File: src/rtl/iecfg_pkg.sv
// package for the interrupt-enable and general configuration block
// assumes a 200 MHz system clock and Avalon-MM register access
package iecfg_pkg;
    // ****************************************************************
    // register map (byte addresses)
    // ****************************************************************
    localparam logic [7:0] general_settings_ofs   = 8'h3b;
    localparam logic [7:0] irq_source_enables_ofs = 8'h3c;
    localparam logic [7:0] flag_status_ofs        = 8'h40;
    localparam logic [7:0] flag_mask_ofs          = 8'h44;
    localparam logic [7:0] flag_raw_ofs           = 8'h48;

    // ****************************************************************
    // field positions
    // ****************************************************************
    localparam int osc_run_bit     = 7;
    localparam int rate_hi_bit     = 6;
    localparam int rate_lo_bit     = 5;
    localparam int pend_cfg_bit    = 1;
    localparam int rst_ignore_bit  = 0;
    localparam int logic_gate_bit  = 4;
    localparam int ovf_gate_bit    = 2;
    localparam int gpi_gate_bit    = 1;
    localparam int event_gate_bit  = 0;

    // writable bits; reserved bits stay zero
    localparam logic [7:0] general_wmask = 8'he3;
    localparam logic [7:0] enables_wmask = 8'h17;

    // ****************************************************************
    // reset values
    // ****************************************************************
    localparam logic [7:0] general_rst = 8'h00;
    localparam logic [7:0] enables_rst = 8'h00;

    // ****************************************************************
    // timing
    // ****************************************************************
    localparam int sys_clk_mhz  = 200;
    localparam int base_osc_khz = 1000;
    localparam int gap_time_us  = 50;
    localparam int gap_cycles   = gap_time_us * sys_clk_mhz;
    // divide ratios from 1 MHz: 50, 100, 200, 500 kHz
    localparam int div_50k  = base_osc_khz / 50;
    localparam int div_100k = base_osc_khz / 100;
    localparam int div_200k = base_osc_khz / 200;
    localparam int div_500k = base_osc_khz / 500;
    localparam int osc_half = sys_clk_mhz / 2;

    typedef enum logic [1:0] {
        gap_idle = 2'b00,
        gap_low  = 2'b01
    } iecfg_gap_t;
endpackage

File: src/rtl/iecfg_irq.sv
// interrupt gating and the pending-clear gap timer
// assumes flags are synchronous levels from the source blocks
`timescale 1ns/1ps
`default_nettype none
module iecfg_irq #(
    parameter int gap_cycles = iecfg_pkg::gap_cycles
) (
    // clock and reset
    input  wire logic       sys_clk,
    input  wire logic       rst_n,
    // configuration
    input  wire logic [7:0] enables,
    input  wire logic       pend_cfg,
    // flags: bit0 event, bit1 gpi, bit2 overflow, bit4 logic
    input  wire logic [7:0] flags,
    input  wire logic       flag_cleared,
    // pin
    output logic            irq_n
);
    iecfg_pkg::iecfg_gap_t state;
    iecfg_pkg::iecfg_gap_t next_state;
    logic [15:0] gap;
    logic [15:0] next_gap;
    logic        any_on;
    logic        next_irq_n;

    // enabled flags ORed together
    always_comb begin
        any_on = |(flags & enables & iecfg_pkg::enables_wmask); // RL6 RL7 RL8 RL9 RL10
    end

    // a clear with others still pending either holds or blips the pin
    always_comb begin
        next_state = state;
        next_gap   = gap;
        case (state)
            iecfg_pkg::gap_idle: begin
                if (flag_cleared && any_on && pend_cfg) begin // RL4
                    next_state = iecfg_pkg::gap_low;
                    next_gap   = 16'(gap_cycles - 1);
                end
            end
            iecfg_pkg::gap_low: begin
                if (gap == 16'h0000) begin
                    next_state = iecfg_pkg::gap_idle;
                end else begin
                    next_gap = gap - 16'h0001;
                end
            end
            default: next_state = iecfg_pkg::gap_idle;
        endcase
        // with pend_cfg clear the pin simply follows any_on
        next_irq_n = !(any_on && next_state == iecfg_pkg::gap_idle); // RL3 RL10
    end

    // registers
    always_ff @(posedge sys_clk) begin
        if (!rst_n) begin
            state <= iecfg_pkg::gap_idle;
            gap   <= 16'h0000;
            irq_n <= 1'b1;
        end else begin
            state <= next_state;
            gap   <= next_gap;
            irq_n <= next_irq_n;
        end
    end
endmodule
`default_nettype wire

File: src/rtl/iecfg_osc.sv
// oscillator model and core clock-rate divider as tick pulses
// assumes sys_clk at the package rate; outputs one-cycle ticks
`timescale 1ns/1ps
`default_nettype none
module iecfg_osc (
    // clock and reset
    input  wire logic       sys_clk,
    input  wire logic       rst_n,
    // control
    input  wire logic       oscillator_run,
    input  wire logic [1:0] core_clock_rate_sel,
    // ticks
    output logic            osc_tick,
    output logic            core_tick
);
    logic [7:0] cnt;
    logic [7:0] next_cnt;
    logic [9:0] div;
    logic [9:0] next_div;
    logic       next_osc_tick;
    logic       next_core_tick;
    logic [9:0] ratio;

    // divide ratio picked from rate select
    always_comb begin
        case (core_clock_rate_sel)
            2'b00:   ratio = 10'(iecfg_pkg::div_50k);
            2'b01:   ratio = 10'(iecfg_pkg::div_100k);
            2'b10:   ratio = 10'(iecfg_pkg::div_200k);
            default: ratio = 10'(iecfg_pkg::div_500k);
        endcase
    end

    // counters are cleared to zero while oscillator is off, so no ticks at all
    always_comb begin
        next_cnt       = cnt;
        next_div       = div;
        next_osc_tick  = 1'b0;
        next_core_tick = 1'b0;
        if (!oscillator_run) begin // RL1
            next_cnt = 8'h00;
            next_div = 10'h000;
        end else if (cnt == 8'(2 * iecfg_pkg::osc_half - 1)) begin
            next_cnt      = 8'h00;
            next_osc_tick = 1'b1;
            if (div >= ratio - 10'h001) begin // RL2
                next_div       = 10'h000;
                next_core_tick = 1'b1;
            end else begin
                next_div = div + 10'h001;
            end
        end else begin
            next_cnt = cnt + 8'h01;
        end
    end

    // registers
    always_ff @(posedge sys_clk) begin
        if (!rst_n) begin
            cnt       <= 8'h00;
            div       <= 10'h000;
            osc_tick  <= 1'b0;
            core_tick <= 1'b0;
        end else begin
            cnt       <= next_cnt;
            div       <= next_div;
            osc_tick  <= next_osc_tick;
            core_tick <= next_core_tick;
        end
    end
endmodule
`default_nettype wire

File: src/rtl/iecfg_top.sv
// top of the interrupt-enable and general configuration block
// assumes an Avalon-MM master on sys_clk and synchronous flag inputs
// Summary of operation
// RL1 - the 1 MHz oscillator runs only while the oscillator-run bit 7 is one.
// RL2 - bits 6 to 5 pick a core rate of 50, 100, 200 or 500 kHz from the oscillator.
// RL3 - with bit 1 low, clearing a flag while another enabled one pends keeps the pin asserted.
// RL4 - with bit 1 high, such a clear releases the pin for 50 us before it asserts again.
// RL5 - with bit 0 low a low external reset pin resets the device, with it high the pin is ignored.
// RL6 - enable bit 4 gates the logic-block flag onto the interrupt pin.
// RL7 - enable bit 2 gates the fifo overflow flag onto the interrupt pin.
// RL8 - enable bit 1 gates the input change flag onto the interrupt pin.
// RL9 - enable bit 0 gates the new-event flag onto the interrupt pin.
// RL10 - the active-low interrupt pin is the OR of all enabled flags.
// RL11 - reserved bits read as zero and should be written as zero.
`timescale 1ns/1ps
`default_nettype none
module iecfg_top #(
    parameter int gap_cycles = iecfg_pkg::gap_cycles
) (
    // clock and reset
    input  wire logic        sys_clk,
    input  wire logic        rst_n,
    // external reset pin
    input  wire logic        ext_rst_n,
    // avalon-mm slave
    input  wire logic [7:0]  avs_address,
    input  wire logic        avs_read,
    input  wire logic        avs_write,
    input  wire logic [31:0] avs_writedata,
    input  wire logic [3:0]  avs_byteenable,
    output logic [31:0]      avs_readdata,
    output logic             avs_waitrequest,
    // interrupt sources (levels)
    input  wire logic        new_event_flag,
    input  wire logic        input_change_flag,
    input  wire logic        fifo_overflow_flag,
    input  wire logic        logic_flag,
    input  wire logic        flag_cleared,
    // outputs
    output logic             irq_n,
    output logic             device_reset,
    output logic             osc_tick,
    output logic             core_tick,
    output logic             status_irq
);
    // ****************************************************************
    // registers
    // ****************************************************************
    logic [7:0]  general_settings;
    logic [7:0]  irq_source_enables;
    logic [7:0]  flag_status;
    logic [7:0]  flag_mask;
    logic        done;
    logic [7:0]  next_general;
    logic [7:0]  next_enables;
    logic [7:0]  next_status;
    logic [7:0]  next_mask;
    logic [31:0] next_readdata;
    logic        next_done;
    logic        next_device_reset;
    logic        next_status_irq;
    logic [7:0]  flags;
    logic [7:0]  flags_q;
    logic        wr_ok;

    // flag vector in enable-register layout
    always_comb begin
        flags = 8'h00;
        flags[iecfg_pkg::event_gate_bit] = new_event_flag;
        flags[iecfg_pkg::gpi_gate_bit]   = input_change_flag;
        flags[iecfg_pkg::ovf_gate_bit]   = fifo_overflow_flag;
        flags[iecfg_pkg::logic_gate_bit] = logic_flag;
    end

    // one wait cycle per access; a write lands only at the edge that ends the wait
    always_comb begin
        avs_waitrequest = (avs_read || avs_write) && !done;
        wr_ok           = avs_write && done && avs_byteenable[0];
    end

    // ****************************************************************
    // register file next state
    // ****************************************************************
    always_comb begin
        next_general  = general_settings;
        next_enables  = irq_source_enables;
        next_mask     = flag_mask;
        next_done     = (avs_read || avs_write) && !done;
        next_readdata = avs_readdata;
        if (wr_ok && avs_address == iecfg_pkg::general_settings_ofs) begin
            next_general = avs_writedata[7:0] & iecfg_pkg::general_wmask; // RL11
        end else if (wr_ok && avs_address == iecfg_pkg::irq_source_enables_ofs) begin
            next_enables = avs_writedata[7:0] & iecfg_pkg::enables_wmask; // RL11
        end else if (wr_ok && avs_address == iecfg_pkg::flag_mask_ofs) begin
            next_mask = avs_writedata[7:0] & iecfg_pkg::enables_wmask;
        end
        // rising flags are sticky; set wins over a write-one clear
        next_status = flag_status;
        if (wr_ok && avs_address == iecfg_pkg::flag_status_ofs) begin
            next_status = flag_status & ~avs_writedata[7:0];
        end
        next_status = next_status | (flags & ~flags_q);
        // read mux; unmapped addresses read zero
        if (avs_read && !done) begin
            if (avs_address == iecfg_pkg::general_settings_ofs) begin
                next_readdata = {24'h000000, general_settings};
            end else if (avs_address == iecfg_pkg::irq_source_enables_ofs) begin
                next_readdata = {24'h000000, irq_source_enables};
            end else if (avs_address == iecfg_pkg::flag_status_ofs) begin
                next_readdata = {24'h000000, flag_status};
            end else if (avs_address == iecfg_pkg::flag_mask_ofs) begin
                next_readdata = {24'h000000, flag_mask};
            end else if (avs_address == iecfg_pkg::flag_raw_ofs) begin
                next_readdata = {24'h000000, flags};
            end else begin
                next_readdata = 32'h00000000;
            end
        end
        next_status_irq = |(next_status & next_mask);
        // external reset honoured only while ignore bit is clear
        next_device_reset = !ext_rst_n && !general_settings[iecfg_pkg::rst_ignore_bit]; // RL5
    end

    // register update; external reset returns settings to defaults
    always_ff @(posedge sys_clk) begin
        if (!rst_n || device_reset) begin
            general_settings   <= iecfg_pkg::general_rst;
            irq_source_enables <= iecfg_pkg::enables_rst;
            flag_status        <= 8'h00;
            flag_mask          <= 8'h00;
            flags_q            <= 8'h00;
            done               <= 1'b0;
            avs_readdata       <= 32'h00000000;
            status_irq         <= 1'b0;
        end else begin
            general_settings   <= next_general;
            irq_source_enables <= next_enables;
            flag_status        <= next_status;
            flag_mask          <= next_mask;
            flags_q            <= flags;
            done               <= next_done;
            avs_readdata       <= next_readdata;
            status_irq         <= next_status_irq;
        end
    end

    // reset request kept on its own reset so it can release itself
    always_ff @(posedge sys_clk) begin
        if (!rst_n) begin
            device_reset <= 1'b0;
        end else begin
            device_reset <= next_device_reset;
        end
    end

    // ****************************************************************
    // submodules
    // ****************************************************************
    iecfg_osc u_osc (
        .sys_clk             (sys_clk),
        .rst_n               (rst_n),
        .oscillator_run      (general_settings[iecfg_pkg::osc_run_bit]), // RL1
        .core_clock_rate_sel (general_settings[iecfg_pkg::rate_hi_bit:iecfg_pkg::rate_lo_bit]), // RL2
        .osc_tick            (osc_tick),
        .core_tick           (core_tick)
    );

    iecfg_irq #(
        .gap_cycles (gap_cycles)
    ) u_irq (
        .sys_clk      (sys_clk),
        .rst_n        (rst_n),
        .enables      (irq_source_enables),
        .pend_cfg     (general_settings[iecfg_pkg::pend_cfg_bit]), // RL3
        .flags        (flags),
        .flag_cleared (flag_cleared),
        .irq_n        (irq_n)
    );
endmodule
`default_nettype wire

File: config.mk
export PLATFORM = sky130hd
export DESIGN_NAME = iecfg_top
export DESIGN_NICKNAME = d
export VERILOG_FILES = /design/src/rtl/iecfg_pkg.sv /design/src/rtl/iecfg_irq.sv /design/src/rtl/iecfg_osc.sv /design/src/rtl/iecfg_top.sv
export SDC_FILE = /design/constraint.sdc
export NUM_CORES = 1
export LEC_CHECK = 0
export ABC_AREA = 1
export BUFFER_PORTS_ARGS = -buffer_cell sky130_fd_sc_hd__buf_4
export CORE_MARGIN = 3
export CORE_UTILIZATION = 54
export CTS_CLUSTER_SIZE = 28
export DETAILED_ROUTE_END_ITERATION = 16
export GPL_TIMING_DRIVEN = 0
export HOLD_SLACK_MARGIN = 0.12
export PLACE_DENSITY_LB_ADDON = 0.1
export SYNTH_ARGS = -nofsm -noshare
export SYNTH_HDL_FRONTEND = slang
export SYNTH_SLANG_ARGS = --single-unit
File: constraint.sdc
create_clock -name sys_clk -period 2.1 [get_ports sys_clk]
set_input_delay 0.105 -clock sys_clk [delete_from_list [all_inputs] [get_ports sys_clk]]
set_output_delay 0.105 -clock sys_clk [all_outputs]
set_load 0.05 [all_outputs]
==> qor.txt <==
Synth Instances: 574
Final Power: 3270 µW
Critical path depth: 11
First-pass GRT wire length: 16.0 mm
Clock Power Share: 42.6%
Synth warn: 0
CTS sink cnt: 79
Yosys top cell by area: dfxtp_1
Worst Path Buf+Inv: 4
RSZ-0062 raised after global routing: false
I/O pin count: 92
Mapped Area: 4010 µm²
GR Util All Layers: 23.1%
Worst-margin pin slew: 0.670 ns
CP Capture Point: u_irq.gap[4]
Post CTS Setup Buffer Count: 0
Core area: 6980 µm²
Main synth FF type: dfxtp_1
FF+latch count, synth: 79
Power Internal: 2490 µW
CTS tree: yes
I/O Buffers: 40
Clk Tree Root Cell: clkbuf_8
DRC viols: 0
Switching share of power: 23.9%
Crit Path Category: flip-flop to flip-flop
Proportion of power drawn by flip-flops and latches: 46.6%
Via count: 3,826
Cell family with the largest share of critical-path delay: buffers and inverters
Starting Density: 57.4%
Hpwl dp: 7.10 mm
Antenna cells: 0
R2R Path Start: u_irq.gap[0]
Seq/Total Area, Yosys: 39.5%
Row cnt: 30
Arrival time at the worst endpoint: 2.12 ns
CP peak stage delay: 0.34 ns
Non-filler instance count after layout: 766
Post-Route WL: 9.49 mm
Worst-Skew Late Latency: 0.35 ns
Routed length per instance: 12.4 µm
Tcrit/Tclk final: 87.8%
FF-to-FF End: u_irq.gap[4]
Total Die Area: 8490 µm²
Initial antenna violation count: 0
Library cells used by synthesis: 39
Final-report hold violation count: 0
Synth top area share: 39.5%
Slack of the worst reg-to-reg path: 0.26 ns
Die Width: 92.2 µm
Worst Setup Start Kind: flip-flop
Layout cells sized above 1: 16.9%
RD Place Congestion: 0.912
Crit path max-delay cell type: dfxtp_1
CP required: 2.37 ns
Cell mode on critical path: inv_1
Crit path max fanout: 10
NetSw: 783 µW
Largest net degree at the start of global routing: 13
Via/cell ratio: 4.99
Setup TNS: 0 ns
Fmax: 542 MHz
Hold WC Path Type: primary input to flip-flop
Final antenna-violating net count: 0
Fraction of registers with async set/reset: 0%
Area contributors post-synth: dfxtp_1 (39%), nand2_1 (13%), nor2_1 (7.8%)
Vias in the first global route: 3,626
Area grow syn2layout: 23.1%
Setup violators final: 0
Relative slew slack: 55.2%
Pleak: 0.00223 µW
H-tree depth: 3
Final net count: 729
P per Cell Area: 663 nW/µm²
Post-synth EDFFs: 0
CP cell instances: inv_1 > ha_1 > inv_1 > nor2_4 > nand3_2 > o21ai_2 > nand2_2 > clkinv_2 > buf_6 > nand2_1 > a21oi_2
Crit end category: flip-flop
DRT iter0 DRCs: 198
Logic pwr share: 10.8%
Avg Inst Size Synth: 6.98 µm²
Bufs on Longest Clock Path: 2
CP startpoint: u_irq.gap[0]
Fin crit period: 1.84 ns
R2r worst-path depth: 11
Num CTS Buffers: 9
Worst Skew: 0.00926 ns
Placed Cells: 734
Number of max-cap violations: 0
Die H: 92.2 µm
Drt first pass iters: 5
Outcome: complete, no violations
GR Overflow Total: 0
CTS clk-pin slew, worst paths: 0.07 ns
Max Slew Vio Count: 0
Max rail drop VDD: 0.527 mV
==> power groups by stage <==
stage                     Combinational [µW]  Clock, µW  Sequential (µW)
after global routing                     378       1470             1530
after CTS                                350       1410             1530
final                                    353       1390             1530
after detailed placement                 324          0             1560
after floorplan                          212          0             1580
after global placement                   321          0             1560
==> worst reg2reg max path, stage by stage (launching register included) <==
cell	delay [ns]
dfxtp_1	0.34
inv_1	0.10
ha_1	0.23
inv_1	0.10
nor2_4	0.16
nand3_2	0.09
o21ai_2	0.13
nand2_2	0.14
clkinv_2	0.13
buf_6	0.16
nand2_1	0.07
a21oi_2	0.12
==> per-stage QoR <==
step	worst slack, ns	area [µm²]	utilization, %	hold slack (ns)
2_1_floorplan	0.529	4100	-	0.182
3_3_place_gp	0.304	4520	64.7	0.281
3_5_place_dp	0.273	4520	64.7	0.284
4_1_cts	0.241	4930	70.7	0.284
5_1_grt	0.0531	4930	70.7	0.317
6_report	0.256	4930	70.7	0.302
==> how the worst min path moves through the flow <==
| stage | cells after the start | start | end | slack (ns) |
|---|---|---|---|---|
| after floorplan | 1 | ext_rst_n | device_reset | 0.18 |
| after global placement | 2 | ext_rst_n | device_reset | 0.28 |
| after detailed placement | 2 | ext_rst_n | device_reset | 0.28 |
| after CTS | 5 | avs_byteenable[0] | general_settings[7] | 0.28 |
| after global routing | 5 | avs_byteenable[0] | general_settings[7] | 0.32 |
| final | 6 | flag_cleared | u_irq.gap[7] | 0.30 |
==> state kept, by name, indices dropped and copies added (netlist names) <==
register	cells
u_osc.div	10
flags_q	4
u_irq.irq_n	1
u_osc.cnt	8
general_settings	5
status_irq	1
done	1
u_osc.core_tick	1
u_irq.state	2
device_reset	1
flag_status	8
u_irq.gap	16
avs_readdata	8
irq_source_enables	4
flag_mask	8
u_osc.osc_tick	1
==> cell usage in the layout (no fill, tap or decap), types with 2 or more instances in the layout <==
cell type and count:
dlygate4sd3_1 17, a21oi_1 29, nand3b_1 5, clkbuf_8 11
ha_1 9, nor3_1 15, nor4_1 2, o21ai_0 18
bufinv_16 3, nand4_1 4, buf_2 2, inv_1 53
clkbuf_1 8, xor2_1 9, nor3b_1 2, conb_1 26
inv_2 7, nor2_4 2, xnor2_1 5, a21oi_2 8
a31oi_1 5, nand3_1 31, dfxtp_1 79, nor2_1 83
nand2_1 135, buf_4 64, nor2_2 2, or2_2 5
nand2_2 5, a41oi_1 3, o21ai_1 12
==> cells by family after synthesis <==
family / after synthesis / synth area share (%)
buf+inv: 96 / 11.5
flops: 79 / 39.5
xor+xnor: 14 / 3.06
compound gates: 81 / 11.7
other cells: 2 / 0.187
simple gates: 293 / 31.2
fa+ha+maj: 9 / 2.81
==> area by class of cell <==
| cell class | instances | area (µm²) |
|---|---|---|
| inverter | 62 | 234 |
| tap | 96 | 120 |
| clock inverter | 3 | 90.1 |
| multi-input combinational | 423 | 2060 |
| timing repair buffer | 57 | 470 |
| fill | 619 | 2050 |
| clock buffer | 12 | 155 |
| buffer | 34 | 228 |
| sequential | 79 | 1580 |
==> cell usage after synthesis (3+ instances only) <==
cell	count
nand2_1	135
nor2_1	83
dfxtp_1	79
inv_1	53
nand3_1	31
a21oi_1	29
buf_4	24
o21ai_0	18
nor3_1	15
o21ai_1	12
ha_1	9
xor2_1	9
a21oi_2	8
clkbuf_1	7
inv_2	7
a31oi_1	5
nand2_2	5
nand3b_1	5
or2_2	5
xnor2_1	5
nand4_1	4
a41oi_1	3
==> timing repair <==
action	in CTS	in global routing
endpoints found under the hold margin	28	0
hold buffers	17	0
resized for setup	0	0
==> per-layer routing <==
metal  routed length [µm]  global-route usage (%)  vias up
met2                 4550                    40.0      136
met3                  577                    4.27       24
li1                     -                       -     1972
met5                    0                       0        -
met1                 4100                    27.9     1694
met4                  259                    10.1        0
Power figures use the tool's default switching activity.
